### src/common/sfm_pkg.sv
/*
 * sfm_pkg: register map, field layout, reset values and mode codes of
 * the synthesizer frequency modulation control block.
 * assumes: included by every sfm design file through sfm_pkg::*.
 */
package sfm_pkg;

    ////////////////////////////////////////////////////////////////////
    // register byte offsets on the axi4-lite slave
    localparam logic [7:0] SFM_ADDR_SETUP  = 8'h00; // mod_setup_reg
    localparam logic [7:0] SFM_ADDR_OFFSET = 8'h04; // mod_offset_reg
    localparam logic [7:0] SFM_ADDR_STATUS = 8'h08; // live state
    localparam logic [7:0] SFM_ADDR_DEV    = 8'h0c; // applied deviation

    ////////////////////////////////////////////////////////////////////
    // field positions in mod_setup_reg
    localparam int SFM_SEL_LSB  = 0;  // mod_setup_sel, 2 bits
    localparam int SFM_SEL_W    = 2;
    localparam int SFM_STEP_LSB = 4;  // mod_step_exp
    localparam int SFM_STEP_W   = 4;
    localparam int SFM_GPO_BIT  = 8;  // keying pin level as output
    localparam int SFM_OFF_W    = 16; // mod_offset_reg width
    localparam int SFM_DEV_W    = 32; // deviation word width

    ////////////////////////////////////////////////////////////////////
    // reset values and response codes
    localparam logic [1:0]  SFM_RST_SEL  = 2'h0;
    localparam logic [3:0]  SFM_RST_STEP = 4'h0;
    localparam logic [15:0] SFM_RST_OFF  = 16'h0000;
    localparam logic [1:0]  SFM_RESP_OK  = 2'h0;
    localparam logic [1:0]  SFM_RESP_ERR = 2'h2;

    ////////////////////////////////////////////////////////////////////
    // modulation setup codes
    typedef enum logic [1:0] {
        SFM_MODE_OFF  = 2'b00,
        SFM_MODE_CONT = 2'b01,
        SFM_MODE_RSVD = 2'b10,
        SFM_MODE_FSK  = 2'b11
    } sfm_mode_type;

endpackage : sfm_pkg

### src/rtl/sfm_sync2.sv
/*
 * sfm_sync2: two flip-flop synchroniser for one pin level.
 * assumes: i_async may change at any time relative to i_clk_sys.
 */
`timescale 1ns/1ps
module sfm_sync2
    import sfm_pkg::*;
(
    input  wire logic i_clk_sys, // system clock
    input  wire logic i_rst_n,   // async reset, active low
    input  wire logic i_async,   // raw pin level
    output logic      o_sync     // level after two flops
);

    typedef struct packed {
        logic meta;
        logic sync;
    } sfm_sync_type;

    sfm_sync_type st_ff;
    sfm_sync_type nxt_st;

    always_comb
    begin
        nxt_st.meta = i_async;
        nxt_st.sync = st_ff.meta;
    end

    always_ff @(posedge i_clk_sys or negedge i_rst_n)
    begin
        if (!i_rst_n)
            st_ff <= '0;
        else
            st_ff <= nxt_st;
    end

    assign o_sync = st_ff.sync;

endmodule : sfm_sync2

### src/rtl/sfm_top.sv
/*
 * sfm_top: frequency modulation control of the fractional-N synthesizer,
 * with its setup and offset registers on an axi4-lite slave.
 * assumes: one 40 MHz clock; the keying pin comes from outside and is
 * synchronised here; o_fm_word is added to the fractional divider word.
 */
// Function
// - setup pattern 11 selects two-level keying
// - keying mode turns keying pin into input
// - deviation uses step field and offset word
// - deviation = 2^step * Fpd * offset / 2^16
// - offset word is two's complement signed
// - setup pattern 01 selects continuous modulation
// - offset write retunes at once, no relock
// - dedicated setup and offset registers exist
`timescale 1ns/1ps
module sfm_top
    import sfm_pkg::*;
(
    input  wire logic        i_clk_sys,         // 40 MHz system clock
    input  wire logic        i_rst_n,           // async reset, active low
    input  wire logic [7:0]  s_axi_awaddr,      // write address
    input  wire logic        s_axi_awvalid,     // write address valid
    output logic             s_axi_awready,     // write address ready
    input  wire logic [31:0] s_axi_wdata,       // write data
    input  wire logic [3:0]  s_axi_wstrb,       // write byte strobes
    input  wire logic        s_axi_wvalid,      // write data valid
    output logic             s_axi_wready,      // write data ready
    output logic [1:0]       s_axi_bresp,       // write response
    output logic             s_axi_bvalid,      // write response valid
    input  wire logic        s_axi_bready,      // write response ready
    input  wire logic [7:0]  s_axi_araddr,      // read address
    input  wire logic        s_axi_arvalid,     // read address valid
    output logic             s_axi_arready,     // read address ready
    output logic [31:0]      s_axi_rdata,       // read data
    output logic [1:0]       s_axi_rresp,       // read response
    output logic             s_axi_rvalid,      // read data valid
    input  wire logic        s_axi_rready,      // read data ready
    input  wire logic        i_keying_pin_i,    // keying pin level in
    output logic             o_keying_pin_o,    // keying pin drive level
    output logic             o_keying_pin_oe_n, // low while driving pin
    output logic [31:0]      o_fm_word,         // deviation, Fpd/2^16 units
    output logic             o_fm_active        // modulation mode on
);

    ////////////////////////////////////////////////////////////////////
    // state

    typedef struct packed {
        logic         aw_got;
        logic         w_got;
        logic [7:0]   aw_addr;
        logic [31:0]  w_data;
        logic [3:0]   w_strb;
        logic         aw_rdy;
        logic         w_rdy;
        logic         b_vld;
        logic [1:0]   b_resp;
        logic         ar_rdy;
        logic         r_vld;
        logic [1:0]   r_resp;
        logic [31:0]  r_data;
        sfm_mode_type mode_sel;
        logic [3:0]   step_exp;
        logic         gpo_lvl;
        logic [15:0]  offset;
        logic [31:0]  fm_word;
        logic         fm_active;
        logic         pin_o;
        logic         pin_oe_n;
    } sfm_state_type;

    sfm_state_type st_ff;
    sfm_state_type nxt_st;
    logic          key_lvl;

    sfm_sync2 u_key_sync (
        .i_clk_sys (i_clk_sys),
        .i_rst_n   (i_rst_n),
        .i_async   (i_keying_pin_i),
        .o_sync    (key_lvl)
    );

    // offset sign-extended then scaled by 2^step
    function automatic logic [31:0] sfm_dev(input logic [15:0] off,
                                            input logic [3:0]  stp);
        logic [31:0] ext;
        ext = {{16{off[15]}}, off};
        return ext << stp;
    endfunction : sfm_dev

    ////////////////////////////////////////////////////////////////////
    // next state

    always_comb
    begin
        logic [31:0] wr_mask;
        logic [31:0] cur;
        logic [31:0] dev;
        wr_mask = '0;
        cur     = '0;
        dev     = '0;
        nxt_st  = st_ff;

        // write address and data, taken in either order
        if (s_axi_awvalid && st_ff.aw_rdy)
        begin
            nxt_st.aw_got  = 1'b1;
            nxt_st.aw_addr = s_axi_awaddr;
        end
        if (s_axi_wvalid && st_ff.w_rdy)
        begin
            nxt_st.w_got  = 1'b1;
            nxt_st.w_data = s_axi_wdata;
            nxt_st.w_strb = s_axi_wstrb;
        end
        if (st_ff.b_vld && s_axi_bready)
            nxt_st.b_vld = 1'b0;

        // perform write once both halves are held
        if (st_ff.aw_got && st_ff.w_got && !st_ff.b_vld)
        begin
            nxt_st.aw_got = 1'b0;
            nxt_st.w_got  = 1'b0;
            nxt_st.b_vld  = 1'b1;
            nxt_st.b_resp = SFM_RESP_OK;
            for (int i = 0; i < 4; i++)
                wr_mask[i*8 +: 8] = {8{st_ff.w_strb[i]}};
            case (st_ff.aw_addr[7:2])
                SFM_ADDR_SETUP[7:2]:
                begin
                    cur = 32'(st_ff.mode_sel) << SFM_SEL_LSB;
                    cur = cur | (32'(st_ff.step_exp) << SFM_STEP_LSB);
                    cur[SFM_GPO_BIT] = st_ff.gpo_lvl;
                    cur = (cur & ~wr_mask) | (st_ff.w_data & wr_mask);
                    nxt_st.mode_sel = sfm_mode_type'(
                        cur[SFM_SEL_LSB +: SFM_SEL_W]);
                    nxt_st.step_exp = cur[SFM_STEP_LSB +: SFM_STEP_W];
                    nxt_st.gpo_lvl  = cur[SFM_GPO_BIT];
                end
                SFM_ADDR_OFFSET[7:2]:
                begin
                    cur = {16'h0000, st_ff.offset};
                    cur = (cur & ~wr_mask) | (st_ff.w_data & wr_mask);
                    nxt_st.offset = cur[15:0];
                end
                SFM_ADDR_STATUS[7:2], SFM_ADDR_DEV[7:2]:
                    nxt_st.b_resp = SFM_RESP_OK; // read-only, ignored
                default:
                    nxt_st.b_resp = SFM_RESP_ERR;
            endcase
        end
        nxt_st.aw_rdy = !nxt_st.aw_got;
        nxt_st.w_rdy  = !nxt_st.w_got;

        // read channel, one outstanding read
        if (st_ff.r_vld && s_axi_rready)
            nxt_st.r_vld = 1'b0;
        if (s_axi_arvalid && st_ff.ar_rdy)
        begin
            nxt_st.r_vld  = 1'b1;
            nxt_st.r_resp = SFM_RESP_OK;
            nxt_st.r_data = '0;
            case (s_axi_araddr[7:2])
                SFM_ADDR_SETUP[7:2]:
                begin
                    nxt_st.r_data[SFM_SEL_LSB +: SFM_SEL_W]   =
                        st_ff.mode_sel;
                    nxt_st.r_data[SFM_STEP_LSB +: SFM_STEP_W] =
                        st_ff.step_exp;
                    nxt_st.r_data[SFM_GPO_BIT] = st_ff.gpo_lvl;
                end
                SFM_ADDR_OFFSET[7:2]:
                    nxt_st.r_data[15:0] = st_ff.offset;
                SFM_ADDR_STATUS[7:2]:
                begin
                    nxt_st.r_data[1:0] = st_ff.mode_sel;
                    nxt_st.r_data[2]   = key_lvl;
                    nxt_st.r_data[3]   = st_ff.fm_active;
                    nxt_st.r_data[4]   = !st_ff.pin_oe_n;
                end
                SFM_ADDR_DEV[7:2]:
                    nxt_st.r_data = st_ff.fm_word;
                default:
                    nxt_st.r_resp = SFM_RESP_ERR;
            endcase
        end
        nxt_st.ar_rdy = !nxt_st.r_vld;

        // modulation path, follows the freshly written fields
        dev = sfm_dev(nxt_st.offset, nxt_st.step_exp);
        case (nxt_st.mode_sel)
            SFM_MODE_FSK:
            begin
                nxt_st.pin_oe_n  = 1'b1;
                nxt_st.pin_o     = 1'b0;
                nxt_st.fm_active = 1'b1;
                nxt_st.fm_word   = key_lvl ? dev : '0;
            end
            SFM_MODE_CONT:
            begin
                nxt_st.pin_oe_n  = 1'b0;
                nxt_st.pin_o     = nxt_st.gpo_lvl;
                nxt_st.fm_active = 1'b1;
                nxt_st.fm_word   = dev;
            end
            default:
            begin
                nxt_st.pin_oe_n  = 1'b0;
                nxt_st.pin_o     = nxt_st.gpo_lvl;
                nxt_st.fm_active = 1'b0;
                nxt_st.fm_word   = '0;
            end
        endcase
    end

    ////////////////////////////////////////////////////////////////////
    // registers

    always_ff @(posedge i_clk_sys or negedge i_rst_n)
    begin
        if (!i_rst_n)
        begin
            st_ff          <= '0;
            st_ff.aw_rdy   <= 1'b1;
            st_ff.w_rdy    <= 1'b1;
            st_ff.ar_rdy   <= 1'b1;
            st_ff.mode_sel <= SFM_MODE_OFF;
            st_ff.step_exp <= SFM_RST_STEP;
            st_ff.offset   <= SFM_RST_OFF;
        end
        else
            st_ff <= nxt_st;
    end

    ////////////////////////////////////////////////////////////////////
    // outputs

    assign s_axi_awready     = st_ff.aw_rdy;
    assign s_axi_wready      = st_ff.w_rdy;
    assign s_axi_bvalid      = st_ff.b_vld;
    assign s_axi_bresp       = st_ff.b_resp;
    assign s_axi_arready     = st_ff.ar_rdy;
    assign s_axi_rvalid      = st_ff.r_vld;
    assign s_axi_rresp       = st_ff.r_resp;
    assign s_axi_rdata       = st_ff.r_data;
    assign o_keying_pin_o    = st_ff.pin_o;
    assign o_keying_pin_oe_n = st_ff.pin_oe_n;
    assign o_fm_word         = st_ff.fm_word;
    assign o_fm_active       = st_ff.fm_active;

endmodule : sfm_top

### config.mk
export PLATFORM = sky130hd
export DESIGN_NAME = sfm_top
export DESIGN_NICKNAME = d
export VERILOG_FILES = /design/src/common/sfm_pkg.sv /design/src/rtl/sfm_sync2.sv /design/src/rtl/sfm_top.sv
export SDC_FILE = /design/constraint.sdc
export NUM_CORES = 1
export LEC_CHECK = 0
export ABC_AREA = 1
export BUFFER_PORTS_ARGS = -buffer_cell sky130_fd_sc_hd__buf_4
export CAP_MARGIN = 20
export CORE_MARGIN = 8
export CORE_UTILIZATION = 35
export DETAILED_ROUTE_END_ITERATION = 10
export PLACE_DENSITY = 0.55
export RECOVER_POWER = 50
export REMOVE_ABC_BUFFERS = 1
export SLEW_MARGIN = 40
export SYNTH_ARGS = -nofsm -noshare
export SYNTH_HDL_FRONTEND = slang
export SYNTH_SLANG_ARGS = --single-unit
### constraint.sdc
create_clock -name i_clk_sys -period 4.9 [get_ports i_clk_sys]
set_clock_uncertainty 0.15 [all_clocks]
set_input_delay 0.49 -clock i_clk_sys [delete_from_list [all_inputs] [get_ports i_clk_sys]]
set_output_delay 0.49 -clock i_clk_sys [all_outputs]
set_load 0.01 [all_outputs]
### After elaboration in Yosys (flattened, before gate mapping)

Index checks and enable logic that the tools add are counted.

* register bits after elaboration: 129
* input bits: 60
* output and inout bits: 76
* word-level logic and storage cells: 77

* equal/unequal tests: 8
* shifts and indexed selects: 1
* multiplexer cells: 20
* bitwise operators: 7
* reduce and logical (&&, ||, !) cells: 18

Operator list (count)
* 35-bit one-hot mux with 2 select lines: 1
* 35-bit 2-to-1 mux: 1
* 16-bit AND: 2
* 16-bit 2-to-1 mux: 2
* 32-bit 2-to-1 mux: 1
* 32-bit by 4-bit << shifter with 32-bit output: 1
* 6-bit by 2-bit == test with 1-bit output (second input constant): 4
* 23-bit 2-to-1 mux: 1
* 16-bit NOT: 1
* 16-bit OR: 1
* 7-bit one-hot mux with 2 select lines: 1
* 6-bit by 1-bit == test with 1-bit output (second input constant): 2
* 6-bit logical NOT: 2
* 2-bit one-hot mux with 3 select lines: 2
* 4-bit one-hot mux with 3 select lines: 1
* 9-bit AND: 1
* 9-bit OR: 1
* 2-bit by 8-bit OR with 8-bit output: 1
* 4-bit OR reduction: 2
* 1-bit logical AND: 7
* 7-bit 2-to-1 mux: 1
* 2-bit 2-to-1 mux: 3
* 1-bit logical NOT: 5
* 1-bit 2-to-1 mux: 4
* 6 further kinds: 6

### Longest topological paths before layout

* depth in word-level cells: 8
* depth in mapped cells: 14
* gate-level depth less buffers: 14

### Cells and area by module

Synthesis repeated with hierarchy kept, for this count alone.

* cell total of the unflattened synthesis: 766
* area total of the unflattened synthesis: 6292.3 um^2

By module, submodules not included
* sfm_top: times used 1, cells an instance 764, area each 6242.2 um^2, seq. area each 3006.6 um^2
* sfm_sync2: times used 1, cells an instance 2, area each 50.0 um^2, seq. area each 50.0 um^2

### Worst setup path before layout

Ideal clock, no wire load.

* path type: register -> register
* start point: register st_ff, in the netlist s_axi_bvalid
* end point: register st_ff, in the netlist o_fm_word[24]
* setup time: 113 ps
* arrival: 1638 ps
* required time: 4637 ps
* slack: 2999 ps
* stages on the path, launching flop included: 15
* buffers on the path: 0
* clock period less this slack: 1901 ps
* cell sequence: dfrtp_1 -> inv_1 -> nand3_2 -> nor2_4 -> nand2_4 -> clkinv_4 -> nand2_1 -> nand2_2 -> nand2_1 -> nand2_4 -> nor2_8 -> nor2_4 -> inv_2 -> nand2_1 -> inv_1

RTL lines
* start, declared: line sfm_top.sv:73 `sfm_state_type st_ff;`
* start signal, assigned: line sfm_top.sv:233 `st_ff <= nxt_st;`

==> run_results.csv <==
group,metric,value,unit
critical_path,worstPathMaxFanout,43,
cts,clockRootBuffer,"clkbuf_16",
cells_and_area,final_net_count,869,
synth,avgSynthCellArea,8.214,um2
synth,synth_cell_types,36,
critical_path,cpPeakStageDelay,1660,ps
synth,ys_ff_latch,122,
synth,yosysSeqAreaShare,48.58,%
timing,hold-worst-slack,98.51,ps
floorplan,ioPinCount,136,
global_routing,grt_pass1_wl,26520,um
critical_path,cp_cell_sequence,"dlygate4sd3_1, clkbuf_1, buf_4",
critical_path,start_kind,"input pin",
cts,cts_buffers,17,
floorplan,fp.dieH,150.1,um
hold_path,hp-class,"in2reg",
synth,ys_async_sr_fraction,100.0,%
cts,clk_pin_slew_worst_paths,60,ps
cells_and_area,instances_no_fill,1051,
cts,hold_buffers,1,
synth,synth_cells,766,
floorplan,rows,49,
synth,synth_edf_count,0,
floorplan,initial_core_util,35.39,%
synth,synth_commonest_cells,"233 x nand2_1, 119 x dfrtp_1, 90 x nand3_1, 71 x buf_4, 56 x inv_1",
synth,synth_flop_cell,"dfrtp_1",
drt,vias,4949,
cells_and_area,regArea,3057,um2
critical_path,required,5260,ps
timing,fin_crit,3037,ps
power,p_per_area,593.0,nW/um2
critical_path,arrival,3390,ps
cts,insertion_delay,410,ps
cts,postCtsSetupBuffers,0,
timing,relSlewSlack,-56.40,%
cells_and_area,drive_gt1_share,14.72,%
critical_path,crit_type,"in2async",
drt,wl_per_cell,15.62,um
timing,fin_crit_sh,61.97,%
drt,viasPerCell,4.709,
floorplan,core,17780,um2
global_routing,overflow,0,
cts,cts_tree,"built",
placed_design,dp.cells,1017,
placed_design,place.gp.congestion,0.8678,
synth,netlist_area,6292,um2
cells_and_area,num-fill-cells,1892,
critical_path,path_buf_inv,3,
critical_path,critPathTopFamily,"buffers and inverters",
cts,cts.sinks,122,
global_routing,grt_max_degree,44,
drt,drcViolationCount,0,
synth,ys_warn_count,0,
cells_and_area,n_antenna_cell,0,
timing,setup_violations,0,
placed_design,post-dp-hpwl,12000,um
synth,yosys-top-cells-area,"dfrtp_1 47%, nand2_1 14%, buf_4 8.5%, nand3_1 7.2%, inv_1 3.3%",
power,irDropWorstVdd,0.0002921,V
global_routing,antenna_found_initial,0,
drt,ant_nets,0,
synth,synth_top_area_share,47.33,%
global_routing,groute.usage.overall,15.25,%
timing,rsz0062_at_grt,"false",
drt,drt_iter0_markers,412,
timing,fmax,329.3,MHz
flow_run,cap_violations,2,
cells_and_area,syn2layout_area_growth,13.54,%
timing,final_hold_viol_count,0,
drt,totalWireLength,16420,um
placed_design,portBuffers,111,
floorplan,dieArea,22520,um2
cts,cts_resized,0,
status,status,"complete, but fails checks",
global_routing,grt_pass1_vias,4927,
synth,yosysTopAreaCell,"dfrtp_1",
power,p_leak,3.661,nW
cts,cts_buffer_depth,2,
cells_and_area,multi_input_area,2301,um2
critical_path,cp-end-kind,"asynchronous set/reset pin",
timing,tns,0,ps
timing,tightest_slew,2346,ps
status,violations,"capacitance limit, slew limit",
synth,yosysMostFrequentCell,"nand2_1",
cts,cts_max_level,4,
critical_path,slowest_stage,"clkbuf_1",
drt,drtPass1Iterations,5,
floorplan,die_width,150.1,um
timing,maxSlewViolCount,54,
## flip-flops by register name, summed over array words and instances (netlist names)
register	count
s_axi_rdata	31
s_axi_wready	1
s_axi_arready	1
s_axi_rvalid	1
o_keying_pin_o	1
st_ff	49
o_fm_word	31
s_axi_awready	1
u_key_sync.o_sync	1
o_keying_pin_oe_n	1
s_axi_rresp	1
s_axi_bresp	1
u_key_sync.nxt_st	1
s_axi_bvalid	1
## worst paths after layout
check	to	start	cells past startpoint	slack, ps
worst max register to register	o_fm_word[12]	s_axi_bvalid	11	1930
worst max-delay path	s_axi_arready	i_rst_n	3	1860
worst min register to register	u_key_sync.o_sync	u_key_sync.nxt_st[0]	0	200
min in group asynchronous	st_ff[140]	i_rst_n	2	1180
max in group i_clk_sys	o_fm_word[12]	s_axi_bvalid	11	1930
worst min-delay path	s_axi_bvalid	s_axi_bready	2	100
## stage by stage
| step | setup WS [ps] | util (%) | instance area [um2] | power, mW |
|---|---|---|---|---|
| 3_5_place_dp | 2277 | 38.28 | 6807 | 2.988 |
| 2_1_floorplan | 2002 | - | 5633 | 2.477 |
| 6_report | 1863 | 40.18 | 7144 | 4.236 |
| 3_3_place_gp | 2303 | 38.25 | 6800 | 2.982 |
| 4_1_cts | 2389 | 41.98 | 7463 | 4.365 |
| 5_1_grt | 1299 | 40.18 | 7144 | 4.561 |
## final cells by class
| class | count | share of cell area [%] |
|---|---|---|
| repair buffers | 118 | 8.581 |
| flip-flops and latches | 122 | 42.78 |
| clock buffers | 21 | 6.725 |
| clock inverters | 11 | 2.329 |
| well taps | 229 | 4.011 |
| inverters | 63 | 3.363 |
| multi-input cells | 487 | 32.21 |
## cells by family after synthesis
| kind of cell | share of synthesized area (%) |
|---|---|
| simple gates | 29.57 |
| compound gates | 7.377 |
| buf+inv | 14.42 |
| flops | 48.58 |
| other cells | 0.05960 |
## routing by layer
layer  vias up  wire, um  GRT usage [%]
met4         0       263          6.097
met5         -         0              0
li1       2463         -              -
met2       128      7176          22.79
met3        17      1059          4.627
met1      2341      7917          20.23
## placed cells by master, fill, tap and decap left out, types with 3 or more instances in the layout
cell type   netlist  routed
nand2_1         233     236
dfrtp_1         119     119
nand3_1          90      91
clkbuf_1         11      74
inv_1            56      57
buf_4            71      41
nor2_1           34      36
o21ai_0          29      33
a21oi_1          29      29
clkbuf_16         0      17
nand2_2          13      13
nand3_2          10       9
o21ai_1          12       8
nor2_4            7       5
inv_2             5       4
a221oi_1          4       4
clkbuf_8          0       4
bufinv_16         0       4
o21ai_2           3       3
nor2_2            3       3
clkinvlp_4        0       3
clkinv_2          0       3
## power breakdown
part | internal [mW] | switching (mW) | total, mW
Combinational | 0.432 | 0.991 | 1.42
Clock | 0.902 | 0.447 | 1.35
Sequential | 1.27 | 0.194 | 1.46
Note: power is estimated with default switching activity, not from simulation.
